===== src/design/atic_pkg.sv =====
// Purpose: Shared constants for the accumulator, error-flag and interrupt command decoder.
// Assumes: Nine-byte frames, 32-bit APB data, one register per aligned word.
// Notes: The error-flag selection decode lives here because the core and its checks both use it.
package atic_pkg;
  localparam logic [7:0] OP_ACCU_AXIS = 8'h22;
  localparam logic [7:0] OP_ACCU_GLOB = 8'h23;
  localparam logic [7:0] OP_ERR_CLR = 8'h24;
  localparam logic [7:0] OP_IRQ_EN = 8'h19;
  localparam logic [7:0] OP_IRQ_MASK = 8'h1A;
  localparam logic [7:0] OP_IRQ_ENTRY = 8'h25;
  localparam logic [7:0] OP_IRQ_RET = 8'h26;
  localparam logic [7:0] ST_OK = 8'h64;
  localparam logic [7:0] ST_BAD_CMD = 8'h02;
  localparam logic [7:0] HOST_ADDR = 8'h02;
  localparam logic [7:0] USER_BANK = 8'h02;
  localparam logic [7:0] IRQ_GLOBAL = 8'hFF;
  localparam logic [7:0] SEL_ALL = 8'h00;
  localparam logic [7:0] SEL_TIMEOUT = 8'h01;
  localparam logic [7:0] SEL_ALARM = 8'h02;
  localparam logic [7:0] SEL_DEVIATION = 8'h03;
  localparam logic [7:0] SEL_POSITION = 8'h04;
  localparam logic [7:0] SEL_SHUTDOWN = 8'h05;
  localparam int ERR_N = 5;
  localparam int IRQ_N = 16;
  localparam int IRQ_W = 4;
  localparam int UVAR_N = 64;
  localparam int UVAR_W = 6;
  localparam int PC_W = 16;
  localparam int FRAME_LEN = 9;
  localparam logic [3:0] LAST_BYTE = 4'h8;
  localparam logic [11:0] A_ACCU = 12'h000;
  localparam logic [11:0] A_XREG = 12'h004;
  localparam logic [11:0] A_ERR = 12'h008;
  localparam logic [11:0] A_IRQ_EN = 12'h00C;
  localparam logic [11:0] A_UVAR_SEL = 12'h010;
  localparam logic [11:0] A_UVAR_DATA = 12'h014;
  localparam logic [11:0] A_VEC_SEL = 12'h018;
  localparam logic [11:0] A_VEC_DATA = 12'h01C;
  localparam logic [11:0] A_IRQ_STAT = 12'h020;
  localparam int GLOBAL_EN_BIT = 31;
  localparam int VEC_VALID_BIT = 16;

  typedef enum logic {RPL_IDLE, RPL_SEND} atic_rpl_e;

  function automatic logic [ERR_N-1:0] atic_err_mask(input logic [7:0] sel);
    logic [ERR_N-1:0] m;
    m = 5'h00;
    unique case (sel)
      SEL_ALL: m = 5'h1F;
      SEL_TIMEOUT: m = 5'h01;
      SEL_ALARM: m = 5'h02;
      SEL_DEVIATION: m = 5'h04;
      SEL_POSITION: m = 5'h08;
      SEL_SHUTDOWN: m = 5'h10;
      default: m = 5'h00;
    endcase
    return m;
  endfunction
endpackage


===== src/design/atic_cmd_if.sv =====
// Purpose: Carries one decoded command, or one reply request, between the decoder's modules.
// Assumes: Valid stays high with stable fields until ready is seen high.
// Notes: On the reply path the typ field carries the status code.
`timescale 1ns/10ps
interface atic_cmd_if;
  logic valid;
  logic ready;
  logic [7:0] code;
  logic [7:0] typ;
  logic [7:0] bank;
  logic [31:0] value;
  modport src (output valid, output code, output typ, output bank, output value, input ready);
  modport dst (input valid, input code, input typ, input bank, input value, output ready);
endinterface


===== src/design/atic_frame_rx.sv =====
// Purpose: Gathers nine command bytes into one command and offers it downstream.
// Assumes: Bytes come from a receiver on pclk; checksum is not checked here.
// Notes: Frames for another module address are dropped silently.
`timescale 1ns/10ps
module atic_frame_rx #(
  parameter logic [7:0] MOD_ADDR = 8'h01
) (
  input wire logic pclk,
  input wire logic presetn,
  input wire logic byte_valid,
  input wire logic [7:0] byte_data,
  output logic byte_ready,
  atic_cmd_if.src cmd
);
  import atic_pkg::*;
  logic [3:0] cnt_reg;
  logic [7:0] buf_reg [FRAME_LEN];
  logic full_reg;

  // A held command blocks further bytes so back-pressure reaches the sender.
  assign byte_ready = !full_reg;
  assign cmd.valid = full_reg;
  assign cmd.code = buf_reg[1];
  assign cmd.typ = buf_reg[2];
  assign cmd.bank = buf_reg[3];
  assign cmd.value = {buf_reg[4], buf_reg[5], buf_reg[6], buf_reg[7]};

  always_ff @(posedge pclk or negedge presetn) begin
    if (!presetn) begin
      cnt_reg <= 4'h0;
      full_reg <= 1'b0;
    end else if (full_reg) begin
      if (cmd.ready) begin
        full_reg <= 1'b0;
      end
    end else if (byte_valid) begin
      if (cnt_reg == LAST_BYTE) begin
        cnt_reg <= 4'h0;
        full_reg <= (buf_reg[0] == MOD_ADDR);
      end else begin
        cnt_reg <= cnt_reg + 4'h1;
      end
    end
  end

  always_ff @(posedge pclk or negedge presetn) begin
    if (!presetn) begin
      for (int i = 0; i < FRAME_LEN; i++) begin
        buf_reg[i] <= 8'h00;
      end
    end else if (byte_valid && !full_reg) begin
      buf_reg[cnt_reg] <= byte_data;
    end
  end
endmodule


===== src/design/atic_reply_tx.sv =====
// Purpose: Sends the nine-byte direct-mode reply for one executed command.
// Assumes: The checksum is the byte sum of the first eight reply bytes.
// Notes: Bytes leave through a shift register so the byte output is a flop.
`timescale 1ns/10ps
module atic_reply_tx #(
  parameter logic [7:0] MOD_ADDR = 8'h01
) (
  input wire logic pclk,
  input wire logic presetn,
  atic_cmd_if.dst rq,
  output logic rpl_valid,
  output logic [7:0] rpl_byte,
  input wire logic rpl_ready
);
  import atic_pkg::*;
  atic_rpl_e state_reg;
  logic [3:0] cnt_reg;
  logic [7:0] sh_reg [FRAME_LEN];
  logic [7:0] sum;

  assign rq.ready = (state_reg == RPL_IDLE);
  assign rpl_valid = (state_reg == RPL_SEND);
  assign rpl_byte = sh_reg[0];
  assign sum = HOST_ADDR + MOD_ADDR + rq.typ + rq.code + rq.value[31:24] + rq.value[23:16]
               + rq.value[15:8] + rq.value[7:0];

  always_ff @(posedge pclk or negedge presetn) begin
    if (!presetn) begin
      state_reg <= RPL_IDLE;
      cnt_reg <= 4'h0;
    end else begin
      unique case (state_reg)
        RPL_IDLE: begin
          if (rq.valid) begin
            state_reg <= RPL_SEND;
            cnt_reg <= 4'h0;
          end
        end
        RPL_SEND: begin
          if (rpl_ready) begin
            cnt_reg <= cnt_reg + 4'h1;
            if (cnt_reg == LAST_BYTE) begin
              state_reg <= RPL_IDLE;
            end
          end
        end
      endcase
    end
  end

  always_ff @(posedge pclk or negedge presetn) begin
    if (!presetn) begin
      for (int i = 0; i < FRAME_LEN; i++) begin
        sh_reg[i] <= 8'h00;
      end
    end else if (rq.valid && rq.ready) begin
      sh_reg <= '{HOST_ADDR, MOD_ADDR, rq.typ, rq.code, rq.value[31:24], rq.value[23:16],
                  rq.value[15:8], rq.value[7:0], sum};
    end else if (rpl_valid && rpl_ready) begin
      for (int i = 0; i < FRAME_LEN - 1; i++) begin
        sh_reg[i] <= sh_reg[i+1];
      end
      sh_reg[FRAME_LEN-1] <= 8'h00;
    end
  end
endmodule


===== src/design/atic_top.sv =====
// Purpose: Executes the accumulator transfer, error-flag clear and interrupt commands.
// Assumes: Direct frames and program instructions both arrive on pclk; raise and request pins are asynchronous.
// Notes: One command executes per cycle; a direct frame wins over a program instruction.
`timescale 1ns/10ps
module atic_top #(
  parameter logic [7:0] MOD_ADDR = 8'h01
) (
  input wire logic pclk,
  input wire logic presetn,
  input wire logic psel,
  input wire logic penable,
  input wire logic pwrite,
  input wire logic [11:0] paddr,
  input wire logic [31:0] pwdata,
  output logic [31:0] prdata,
  output logic pready,
  output logic pslverr,
  input wire logic frm_valid,
  input wire logic [7:0] frm_byte,
  output logic frm_ready,
  input wire logic prog_valid,
  input wire logic [7:0] prog_code,
  input wire logic [7:0] prog_typ,
  input wire logic [7:0] prog_bank,
  input wire logic [31:0] prog_value,
  input wire logic [atic_pkg::PC_W-1:0] prog_pc,
  output logic prog_ready,
  input wire logic [atic_pkg::ERR_N-1:0] err_raise,
  input wire logic [atic_pkg::IRQ_N-1:0] irq_req,
  output logic axis_wr,
  output logic [7:0] axis_num,
  output logic [7:0] axis_motor,
  output logic [31:0] axis_data,
  output logic glob_wr,
  output logic [7:0] glob_bank,
  output logic [7:0] glob_idx,
  output logic [31:0] glob_data,
  output logic irq_take,
  output logic [atic_pkg::IRQ_W-1:0] irq_num,
  output logic [atic_pkg::PC_W-1:0] irq_pc,
  output logic ret_valid,
  output logic [atic_pkg::PC_W-1:0] ret_pc,
  output logic [atic_pkg::ERR_N-1:0] err_flags,
  output logic rpl_valid,
  output logic [7:0] rpl_byte,
  input wire logic rpl_ready
);
  import atic_pkg::*;
  atic_cmd_if cmd ();
  atic_cmd_if rq ();

  logic [ERR_N-1:0] raise_s1, raise_s2, raise_s3;
  logic [IRQ_N-1:0] req_s1, req_s2, req_s3;
  logic [31:0] accu_reg, x_reg, sv_accu_reg, sv_x_reg;
  logic [ERR_N-1:0] err_reg, sv_err_reg;
  logic [PC_W-1:0] sv_pc_reg;
  logic [IRQ_N-1:0] en_reg, pend_reg, vvalid_reg;
  logic [PC_W-1:0] vec_reg [IRQ_N];
  logic glob_en_reg, in_irq_reg;
  logic [31:0] uvar_reg [UVAR_N];
  logic [UVAR_W-1:0] usel_reg;
  logic [IRQ_W-1:0] vsel_reg;
  logic rq_valid_reg;
  logic [7:0] rq_code_reg, rq_st_reg;
  logic dir_fire, ex_fire, known, ret_fire, take;
  logic [7:0] ex_code, ex_typ, ex_bank;
  logic [31:0] ex_value;
  logic [ERR_N-1:0] raise_ev, clr_mask;
  logic [IRQ_N-1:0] ready_irq;
  logic [IRQ_W-1:0] take_idx;
  logic apb_wr, apb_rd, hit;

  atic_frame_rx #(.MOD_ADDR(MOD_ADDR)) u_rx (
    .pclk(pclk),
    .presetn(presetn),
    .byte_valid(frm_valid),
    .byte_data(frm_byte),
    .byte_ready(frm_ready),
    .cmd(cmd.src)
  );

  atic_reply_tx #(.MOD_ADDR(MOD_ADDR)) u_tx (
    .pclk(pclk),
    .presetn(presetn),
    .rq(rq.dst),
    .rpl_valid(rpl_valid),
    .rpl_byte(rpl_byte),
    .rpl_ready(rpl_ready)
  );

  // Pins are asynchronous; a third stage gives edge detection without touching stage one.
  always_ff @(posedge pclk or negedge presetn) begin
    if (!presetn) begin
      raise_s1 <= 5'h00;
      raise_s2 <= 5'h00;
      raise_s3 <= 5'h00;
      req_s1 <= 16'h0000;
      req_s2 <= 16'h0000;
      req_s3 <= 16'h0000;
    end else begin
      raise_s1 <= err_raise;
      raise_s2 <= raise_s1;
      raise_s3 <= raise_s2;
      req_s1 <= irq_req;
      req_s2 <= req_s1;
      req_s3 <= req_s2;
    end
  end
  assign raise_ev = raise_s2 & ~raise_s3;

  // A direct command waits until the previous reply has been handed to the sender.
  assign cmd.ready = !rq_valid_reg;
  assign dir_fire = cmd.valid && cmd.ready;
  assign prog_ready = !dir_fire;
  assign ex_fire = dir_fire || prog_valid;
  assign ex_code = dir_fire ? cmd.code : prog_code;
  assign ex_typ = dir_fire ? cmd.typ : prog_typ;
  assign ex_bank = dir_fire ? cmd.bank : prog_bank;
  assign ex_value = dir_fire ? cmd.value : prog_value;
  assign known = ex_code inside {OP_ACCU_AXIS, OP_ACCU_GLOB, OP_ERR_CLR, OP_IRQ_EN, OP_IRQ_MASK,
                                 OP_IRQ_ENTRY, OP_IRQ_RET};
  assign ret_fire = ex_fire && ex_code == OP_IRQ_RET && in_irq_reg;
  assign clr_mask = (ex_fire && ex_code == OP_ERR_CLR) ? atic_err_mask(ex_typ) : 5'h00;

  // Copies to parameters leave the block as one-cycle write strobes.
  always_ff @(posedge pclk or negedge presetn) begin
    if (!presetn) begin
      axis_wr <= 1'b0;
      glob_wr <= 1'b0;
      axis_num <= 8'h00;
      axis_motor <= 8'h00;
      axis_data <= 32'h0000_0000;
      glob_bank <= 8'h00;
      glob_idx <= 8'h00;
      glob_data <= 32'h0000_0000;
    end else begin
      axis_wr <= ex_fire && ex_code == OP_ACCU_AXIS;
      glob_wr <= ex_fire && ex_code == OP_ACCU_GLOB;
      if (ex_fire && ex_code == OP_ACCU_AXIS) begin
        axis_num <= ex_typ;
        axis_motor <= ex_bank;
        axis_data <= accu_reg;
      end
      if (ex_fire && ex_code == OP_ACCU_GLOB) begin
        glob_idx <= ex_typ;
        glob_bank <= ex_bank;
        glob_data <= accu_reg;
      end
    end
  end

  // User variables above the stored range are passed out on the global write only.
  always_ff @(posedge pclk or negedge presetn) begin
    if (!presetn) begin
      for (int i = 0; i < UVAR_N; i++) begin
        uvar_reg[i] <= 32'h0000_0000;
      end
    end else if (ex_fire && ex_code == OP_ACCU_GLOB && ex_bank == USER_BANK && ex_typ < 8'(UVAR_N)) begin
      uvar_reg[ex_typ[UVAR_W-1:0]] <= accu_reg;
    end
  end

  // A restore wins over a software load of the accumulator in the same cycle.
  always_ff @(posedge pclk or negedge presetn) begin
    if (!presetn) begin
      accu_reg <= 32'h0000_0000;
      x_reg <= 32'h0000_0000;
    end else if (ret_fire) begin
      accu_reg <= sv_accu_reg;
      x_reg <= sv_x_reg;
    end else if (apb_wr && paddr == A_ACCU) begin
      accu_reg <= pwdata;
    end else if (apb_wr && paddr == A_XREG) begin
      x_reg <= pwdata;
    end
  end

  // A raise in the clearing cycle survives the clear.
  always_ff @(posedge pclk or negedge presetn) begin
    if (!presetn) begin
      err_reg <= 5'h00;
    end else if (ret_fire) begin
      err_reg <= sv_err_reg | raise_ev;
    end else begin
      err_reg <= (err_reg & ~clr_mask) | raise_ev;
    end
  end
  assign err_flags = err_reg;

  always_ff @(posedge pclk or negedge presetn) begin
    if (!presetn) begin
      en_reg <= 16'h0000;
      glob_en_reg <= 1'b0;
    end else if (ex_fire && ex_code == OP_IRQ_EN) begin
      if (ex_typ == IRQ_GLOBAL) begin
        glob_en_reg <= 1'b1;
      end else if (ex_typ < 8'(IRQ_N)) begin
        en_reg[ex_typ[IRQ_W-1:0]] <= 1'b1;
      end
    end else if (ex_fire && ex_code == OP_IRQ_MASK) begin
      if (ex_typ == IRQ_GLOBAL) begin
        glob_en_reg <= 1'b0;
      end else if (ex_typ < 8'(IRQ_N)) begin
        en_reg[ex_typ[IRQ_W-1:0]] <= 1'b0;
      end
    end
  end

  always_ff @(posedge pclk or negedge presetn) begin
    if (!presetn) begin
      vvalid_reg <= 16'h0000;
      for (int i = 0; i < IRQ_N; i++) begin
        vec_reg[i] <= 16'h0000;
      end
    end else if (ex_fire && ex_code == OP_IRQ_ENTRY && ex_typ < 8'(IRQ_N)) begin
      vec_reg[ex_typ[IRQ_W-1:0]] <= ex_value[PC_W-1:0];
      vvalid_reg[ex_typ[IRQ_W-1:0]] <= 1'b1;
    end
  end

  // Requests are remembered on their rising edge; the lowest ready number is served first.
  assign ready_irq = pend_reg & en_reg & vvalid_reg & {IRQ_N{glob_en_reg}};
  always_comb begin
    take_idx = 4'h0;
    for (int i = IRQ_N - 1; i >= 0; i--) begin
      if (ready_irq[i]) begin
        take_idx = IRQ_W'(i);
      end
    end
  end
  assign take = |ready_irq && !in_irq_reg && !ex_fire;

  always_ff @(posedge pclk or negedge presetn) begin
    if (!presetn) begin
      pend_reg <= 16'h0000;
      in_irq_reg <= 1'b0;
      irq_take <= 1'b0;
      irq_num <= 4'h0;
      irq_pc <= 16'h0000;
      ret_valid <= 1'b0;
      ret_pc <= 16'h0000;
    end else begin
      pend_reg <= (pend_reg & ~(take ? (16'h0001 << take_idx) : 16'h0000)) | (req_s2 & ~req_s3);
      irq_take <= take;
      ret_valid <= ret_fire;
      if (take) begin
        in_irq_reg <= 1'b1;
        irq_num <= take_idx;
        irq_pc <= vec_reg[take_idx];
      end else if (ret_fire) begin
        in_irq_reg <= 1'b0;
        ret_pc <= sv_pc_reg;
      end
    end
  end

  always_ff @(posedge pclk or negedge presetn) begin
    if (!presetn) begin
      sv_accu_reg <= 32'h0000_0000;
      sv_x_reg <= 32'h0000_0000;
      sv_err_reg <= 5'h00;
      sv_pc_reg <= 16'h0000;
    end else if (take) begin
      sv_accu_reg <= accu_reg;
      sv_x_reg <= x_reg;
      sv_err_reg <= err_reg;
      sv_pc_reg <= prog_pc;
    end
  end

  always_ff @(posedge pclk or negedge presetn) begin
    if (!presetn) begin
      rq_valid_reg <= 1'b0;
      rq_code_reg <= 8'h00;
      rq_st_reg <= 8'h00;
    end else if (dir_fire) begin
      rq_valid_reg <= 1'b1;
      rq_code_reg <= cmd.code;
      rq_st_reg <= known ? ST_OK : ST_BAD_CMD;
    end else if (rq.ready) begin
      rq_valid_reg <= 1'b0;
    end
  end
  assign rq.valid = rq_valid_reg;
  assign rq.code = rq_code_reg;
  assign rq.typ = rq_st_reg;
  assign rq.bank = 8'h00;
  assign rq.value = 32'h0000_0000;

  // APB answers in the access cycle with no wait states.
  assign apb_wr = psel && penable && pwrite;
  assign apb_rd = psel && penable && !pwrite;
  assign pready = 1'b1;
  assign hit = paddr inside {A_ACCU, A_XREG, A_ERR, A_IRQ_EN, A_UVAR_SEL, A_UVAR_DATA, A_VEC_SEL,
                             A_VEC_DATA, A_IRQ_STAT};
  assign pslverr = psel && penable && !hit;

  always_ff @(posedge pclk or negedge presetn) begin
    if (!presetn) begin
      usel_reg <= 6'h00;
      vsel_reg <= 4'h0;
    end else if (apb_wr && paddr == A_UVAR_SEL) begin
      usel_reg <= pwdata[UVAR_W-1:0];
    end else if (apb_wr && paddr == A_VEC_SEL) begin
      vsel_reg <= pwdata[IRQ_W-1:0];
    end
  end

  always_comb begin
    prdata = 32'h0000_0000;
    if (apb_rd) begin
      unique case (paddr)
        A_ACCU: prdata = accu_reg;
        A_XREG: prdata = x_reg;
        A_ERR: prdata = {27'h0, err_reg};
        A_IRQ_EN: prdata = {glob_en_reg, 15'h0, en_reg};
        A_UVAR_SEL: prdata = {26'h0, usel_reg};
        A_UVAR_DATA: prdata = uvar_reg[usel_reg];
        A_VEC_SEL: prdata = {28'h0, vsel_reg};
        A_VEC_DATA: prdata = {15'h0, vvalid_reg[vsel_reg], vec_reg[vsel_reg]};
        A_IRQ_STAT: prdata = {in_irq_reg, 15'h0, pend_reg};
        default: prdata = 32'h0000_0000;
      endcase
    end
  end
endmodule


===== config.mk =====
export PLATFORM = sky130hd
export DESIGN_NAME = atic_top
export DESIGN_NICKNAME = d
export VERILOG_FILES = /design/src/design/atic_pkg.sv /design/src/design/atic_cmd_if.sv /design/src/design/atic_frame_rx.sv /design/src/design/atic_reply_tx.sv /design/src/design/atic_top.sv
export SDC_FILE = /design/constraint.sdc
export NUM_CORES = 2
export LEC_CHECK = 0
export ABC_CLOCK_PERIOD_IN_PS = 4500
export BUFFER_PORTS_ARGS = -buffer_cell sky130_fd_sc_hd__buf_2
export CAP_MARGIN = 20
export CELL_PAD_IN_SITES_DETAIL_PLACEMENT = 0
export CELL_PAD_IN_SITES_GLOBAL_PLACEMENT = 1
export CORE_UTILIZATION = 25
export CTS_CLUSTER_DIAMETER = 40
export DETAILED_ROUTE_END_ITERATION = 7
export PLACE_DENSITY_LB_ADDON = 0.1
export SLEW_MARGIN = 15
export SYNTH_ARGS = -nofsm -noshare
export SYNTH_HDL_FRONTEND = slang
export SYNTH_SLANG_ARGS = --single-unit
export TNS_END_PERCENT = 30

===== constraint.sdc =====
create_clock -name pclk -period 4.5 [get_ports pclk]
set_input_delay 0.45 -clock pclk [delete_from_list [all_inputs] [get_ports pclk]]
set_output_delay 0.45 -clock pclk [all_outputs]
set_load 0.03 [all_outputs]

Word-level counts from Yosys, hierarchy flattened
Index checks and enable logic that the tools add are counted.
W data, S select, Z words.
- memory bits (writable): 0
- bits of input ports: 153
- output and inout port bits: 186
- bits in registers: 2888
- word-level logic and storage cells: 350
- memories kept: 0
- latch bits: 0
- ROM bits: 0
- order comparisons: 14
- $add $sub $neg: 4
- reductions and logical operators: 54
- equality and inequality tests: 29
- multipliers: 0
- bitwise operators: 29
- shift-type cells: 1
- muxes and demuxes: 81
- divide/modulo/power cells: 0
- operators by type and width (cell ; number):
    $bwmux W2048 ; 1
    $mux W32 ; 9
    $pmux W32 S9 ; 1
    $bwmux W256 ; 1
    $mux W16 ; 13
    $bmux W32 S6 ; 1
    $demux W32 S6 ; 1
    $mux W72 ; 2
    $bmux W16 S4 ; 2
    $and A16 B16 Y16 ; 6
    $mux W4 ; 19
    $bwmux W72 ; 1
    $demux W16 S4 ; 1
    $eq A12 B5 Y1 const B ; 4
    $not A16 Y16 ; 3
    $or A16 B16 Y16 ; 3
    $eq A8 B6 Y1 const B ; 5
    $demux W8 S4 ; 1
    $mux W8 ; 4
    $pmux W5 S6 ; 1
    $logic_and A1 B1 Y1 ; 29
    $eq A12 B4 Y1 const B ; 2
    $eq A8 B2 Y1 const B ; 3
    $ge A5 B5 Y1 const B ; 4
    other kinds (42) ; 95

Longest topological paths before layout
- depth after elaboration: 24
- depth in mapped cells: 13
- gate-level depth less buffers: 9

Hierarchy
From an unflattened synthesis, not the netlist that was laid out.
- cell total of the unflattened synthesis: 9295
- area total of the unflattened synthesis: 130651.6 µm²
- by module, submodules not included (module ; area each (µm²) ; instances ; sequential area each (µm²) ; cells each):
    atic_top ; 123129.3 ; 1 ; 68265.5 ; 8603
    atic_reply_tx ; 4289.1 ; 1 ; 1926.8 ; 460
    atic_frame_rx ; 3233.1 ; 1 ; 1726.7 ; 232

Least setup slack after synthesis
OpenSTA, ideal clock, no wires.
- path type: input -> output
- from: in paddr[7]
- to: out prdata[23]
- required time: 4050 ps
- stages: 7
- arrival: 3283 ps
- path buffers: 1
- path slack: 767 ps
- path through: or4_1 > nor4_1 > a21oi_1 > or3_1 > or3_1 > buf_2 > o32ai_1
- word-level cells in the longest chain between the ends: 3
- elaborated cells between the ends (all ways): 11
- those cells by class: eq/ne (8); mux (2); reduce/logical (1)
- RTL lines (item ; line ; RTL):
    start: declaration ; atic_top.sv:13 ; input wire logic [11:0] paddr,
    $eq A12 B6 Y1 (tied with other cells) ; atic_top.sv:312 ; unique case (paddr)
    $pmux W32 S9 * ; atic_top.sv:312 ;
    $mux W32 * ; atic_top.sv:311 ; if (apb_rd) begin
    end: declaration ; atic_top.sv:15 ; output logic [31:0] prdata,
Every way passes the cells marked *; elsewhere a longest branch is shown, timed or not.

Worst setup path in the final report
- from: reg usel_reg[0]
- to: out prdata[11]
- word-level cells in the longest chain between the ends: 6
- RTL lines (item ; line ; RTL):
    start: declaration ; atic_top.sv:61 ; logic [UVAR_W-1:0] usel_reg;
    start signal: assignment ; atic_top.sv:303 ; usel_reg <= pwdata[UVAR_W-1:0];
    $not A6 Y7 (not written as such) ; atic_top.sv:318 ; A_UVAR_DATA: prdata = uvar_reg[usel_reg];
    $bmux W32 S6 ; atic_top.sv:318 ;
    $mux W32 (not written as such) (2 in series) ; atic_top.sv:318 ;
    $pmux W32 S9 ; atic_top.sv:312 ;
    $mux W32 ; atic_top.sv:311 ;
No other way between the ends. The select of a mux whose other input is x is not followed.

==> impl_metrics.env <==
export IMPL_routed_wirelength_mm=483
export IMPL_grt_overflow=0
export IMPL_cellLeakagePower_nw=76.9
export IMPL_worstSetupStartpointType="register"
export IMPL_clk_pin_slew_ns=0.04
export IMPL_ys_ff_latch=2858
export IMPL_place_ws_ns=0.00912
export IMPL_synthAdderAreaFrac_pct=0.152
export IMPL_viasPerCell=4.81
export IMPL_worstMarginPinSlew_ns=1.11
export IMPL_cts_buffer_depth=4
export IMPL_yosys_warnings=0
export IMPL_finalMaxSlewViolations=0
export IMPL_largest_register_ff_count=2048
export IMPL_hold_slack_ns=0.101
export IMPL_dp_hpwl_mm=295
export IMPL_die_area_mm2=0.517
export IMPL_grt_max_degree=143
export IMPL_synth_largest_area_cell="dfrtp_1"
export IMPL_synthCells=8772
export IMPL_fin_area_mm2=0.165
export IMPL_max_cap_violations=0
export IMPL_fin_crit_sh_pct=107
export IMPL_grt_pass1_wl_mm=690
export IMPL_cts_tree="yes"
export IMPL_initial_core_util_pct=25.1
export IMPL_gp_congestion=0.775
export IMPL_syn_nets=8940
export IMPL_crit_path_cell_trace="buf_16, buf_16, buf_8, mux4_2, mux4_2, mux4_2, a22o_4, buf_6"
export IMPL_critPathKind="register to output port"
export IMPL_clock_tree_root_cell="clkbuf_16"
export IMPL_fp_coreArea_mm2=0.513
export IMPL_crit_path_max_fanout=8
export IMPL_met3_usage_pct=2.50
export IMPL_port_buffers=321
export IMPL_areaGrowthSynthToFinish_pct=28.5
export IMPL_synthMuxAreaShare_pct=34.1
export IMPL_use_met1_pct=26.3
export IMPL_worst_skew_pair_late_latency_ns=1.06
export IMPL_synth_edf_count=0
export IMPL_hp_class="input port to register"
export IMPL_synth_avg_cell_area_um2=14.7
export IMPL_synthesis_area_mm2=0.129
export IMPL_ios=339
export IMPL_crit_top_cell="mux4_2"
export IMPL_dpl_cell_area_mm2=0.142
export IMPL_hold_violations=0
export IMPL_violations="DRC, setup timing"
export IMPL_nets=9749
export IMPL_synth_top_area_share_pct=55.6
export IMPL_crit_slowest_cell="mux4_2"
export IMPL_drt_wirelength_per_cell_um=28.7
export IMPL_max_freq_mhz=208
export IMPL_ys_types=74
export IMPL_skew_ns=0.0444
export IMPL_drtIter0Drc=5069
export IMPL_antenna_left=0
export IMPL_synth_compound_area_share_pct=3.45
export IMPL_setup_viol=32
export IMPL_fin_util_pct=32.2
export IMPL_cp_data_arrival_time_ns=4.35
export IMPL_end_kind="output port"
export IMPL_cp_slowest_stage_delay_ns=0.64
export IMPL_seq_area_frac_synth_pct=55.6
export IMPL_final_cells=16816
export IMPL_ir_drop_uv=378
export IMPL_grt_pass1_vias=87870
export IMPL_fp_dieH_um=719
export IMPL_grtUsageTotal_pct=18.4
export IMPL_power_density_mw_per_mm2=437
export IMPL_cts_sinks=2858
export IMPL_ys_async_sr_fraction_pct=100
export IMPL_drcViolationCount=1
export IMPL_antenna_found_initial=41
export IMPL_required_ns=4.05
export IMPL_num_vias=80961
export IMPL_maxSlewHeadroom_pct=26.2
export IMPL_synth_area_leaders="dfrtp_1, mux2_2, mux4_2"
export IMPL_rows=263
export IMPL_die_x_um=719
export IMPL_synthFlopType="dfrtp_1"
export IMPL_drt_first_pass_iters=8
export IMPL_status="finished, violations left"
export IMPL_htree_levels=6
export IMPL_setup_ws_ns=-0.303
export IMPL_synthXorXnorAreaFrac_pct=0.0613
export IMPL_drive_above_1_share_pct=43.8
export IMPL_grt_use_met2_pct=29.4
export IMPL_dp_cells=15552
export IMPL_cts_buffers=568
export IMPL_synth_top_family_by_area="multiplexers"
export IMPL_grt_busiest_layer="met2"
export IMPL_grt_setup_unrepaired="true"
export IMPL_yosys_area_share_simple_pct=3.76
export IMPL_period_needed_ns=4.80
## layer usage
metal  vias to the layer above  routed length (um)
met3                       736               18000
li1                      34105                   -
met4                         2               12700
met2                      1786              224000
met1                     44332              229000
met5                         -                  11
## cell families (layout without fill, tap and decap cells)
group / Yosys count / in the layout
AND/OR/NAND/NOR: 1125 / 1125
AO/OA/AOI/OAI: 743 / 743
buffers and inverters: 838 / 2108
other: 1 / 18
flip-flops: 2858 / 2858
adder cells (fa/ha/maj): 15 / 15
multiplexers: 3183 / 3183
XOR/XNOR: 9 / 9
## report_power, final
part	switching [W]	total, W	internal (W)
clock network	0.0147	0.0440	0.0293
registers	0.000290	0.0264	0.0261
logic	0.00122	0.00183	0.000607
## cell type report
type                       instances  area [um^2]
antenna                           17         42.5
clock buffer                     757        16200
clock inverter                   274         3660
fill                           50066       347000
inverter                          29          114
multi-input combinational       5076        54600
sequential                      2858        71600
tap                             6757         8450
timing repair buffer            1048        10700
## placed cells by master (no fill, tap or decap), drive strengths merged, types with 12 or more instances in the layout
cell type,synthesis,routed
ha,14,14
buf,321,909
clkinv,1,127
dfrtp,2858,2858
nor3,12,12
dlygate4sd3,0,134
o22ai,24,24
a222oi,18,18
o21ai,137,137
mux4,731,731
nand2b,20,20
nor2,451,451
a22o,61,61
nor2b,14,14
nand3,36,36
a31oi,15,15
clkbuf,488,760
bufinv,0,71
diode,0,17
nand2,489,489
mux2i,170,170
clkinvlp,0,42
a22oi,48,48
inv,28,63
a21oi,376,376
mux2,2282,2282
nand4,29,29
or2,20,20
## final timing paths
kind                                          start                           to  slack (ns)  depth (start not counted)
min in group asynchronous                   presetn  u_tx.sh_reg[24]$_DFFE_PN0P_        0.14                          2
max in group asynchronous                   presetn     vec_reg[110]$_DFFE_PN0P_        2.83                          3
hold reg to reg               raise_s1[1]$_DFF_PN0_        raise_s2[1]$_DFF_PN0_        0.34                          0
setup reg to reg           u_rx.cmd.valid$_DFF_PN0_      glob_en_reg$_DFFE_PN0P_        0.32                         13
hold / removal                         err_raise[3]        raise_s1[3]$_DFF_PN0_        0.10                          2
setup / recovery            usel_reg[0]$_DFFE_PN0P_                   prdata[11]       -0.30                          8
## metrics by stage
| stage | TNS (ns) | power, W |
|---|---|---|
| floorplan | 0 | 0.0274 |
| global placement | 0 | 0.0286 |
| detailed placement | 0 | 0.0286 |
| CTS | -11.66 | 0.0734 |
| global route | -10.97 | 0.0749 |
| finish | -7.03 | 0.0722 |
## synthesized netlist by cell type (66+ instances only)
cell,count
mux2_1,732
nand2_1,489
a21oi_1,376
o21ai_0,132
mux2_2,1550
mux4_2,731
nor2_1,411
buf_1,66
buf_2,154
clkbuf_1,488
buf_4,100
mux2i_1,170
dfrtp_1,2858
## critical path: cells and delay by family, from the launching register on
family,cells,cell delay [ns]
buffers and inverters,4,0.65
muxes,3,1.78
DFF,1,0.51
AOI/OAI and AO/OA,1,0.32
## timing repair
action                                  4_1_cts  5_1_grt
resized for setup                           192       29
cloned                                       18        3
endpoints found under the setup margin       32       33
hold endpoints to repair                    485        0
pin swaps                                    17       10
hold buffers                                134        0
setup buffers                                43       18
Power figures use the tool's default switching activity.
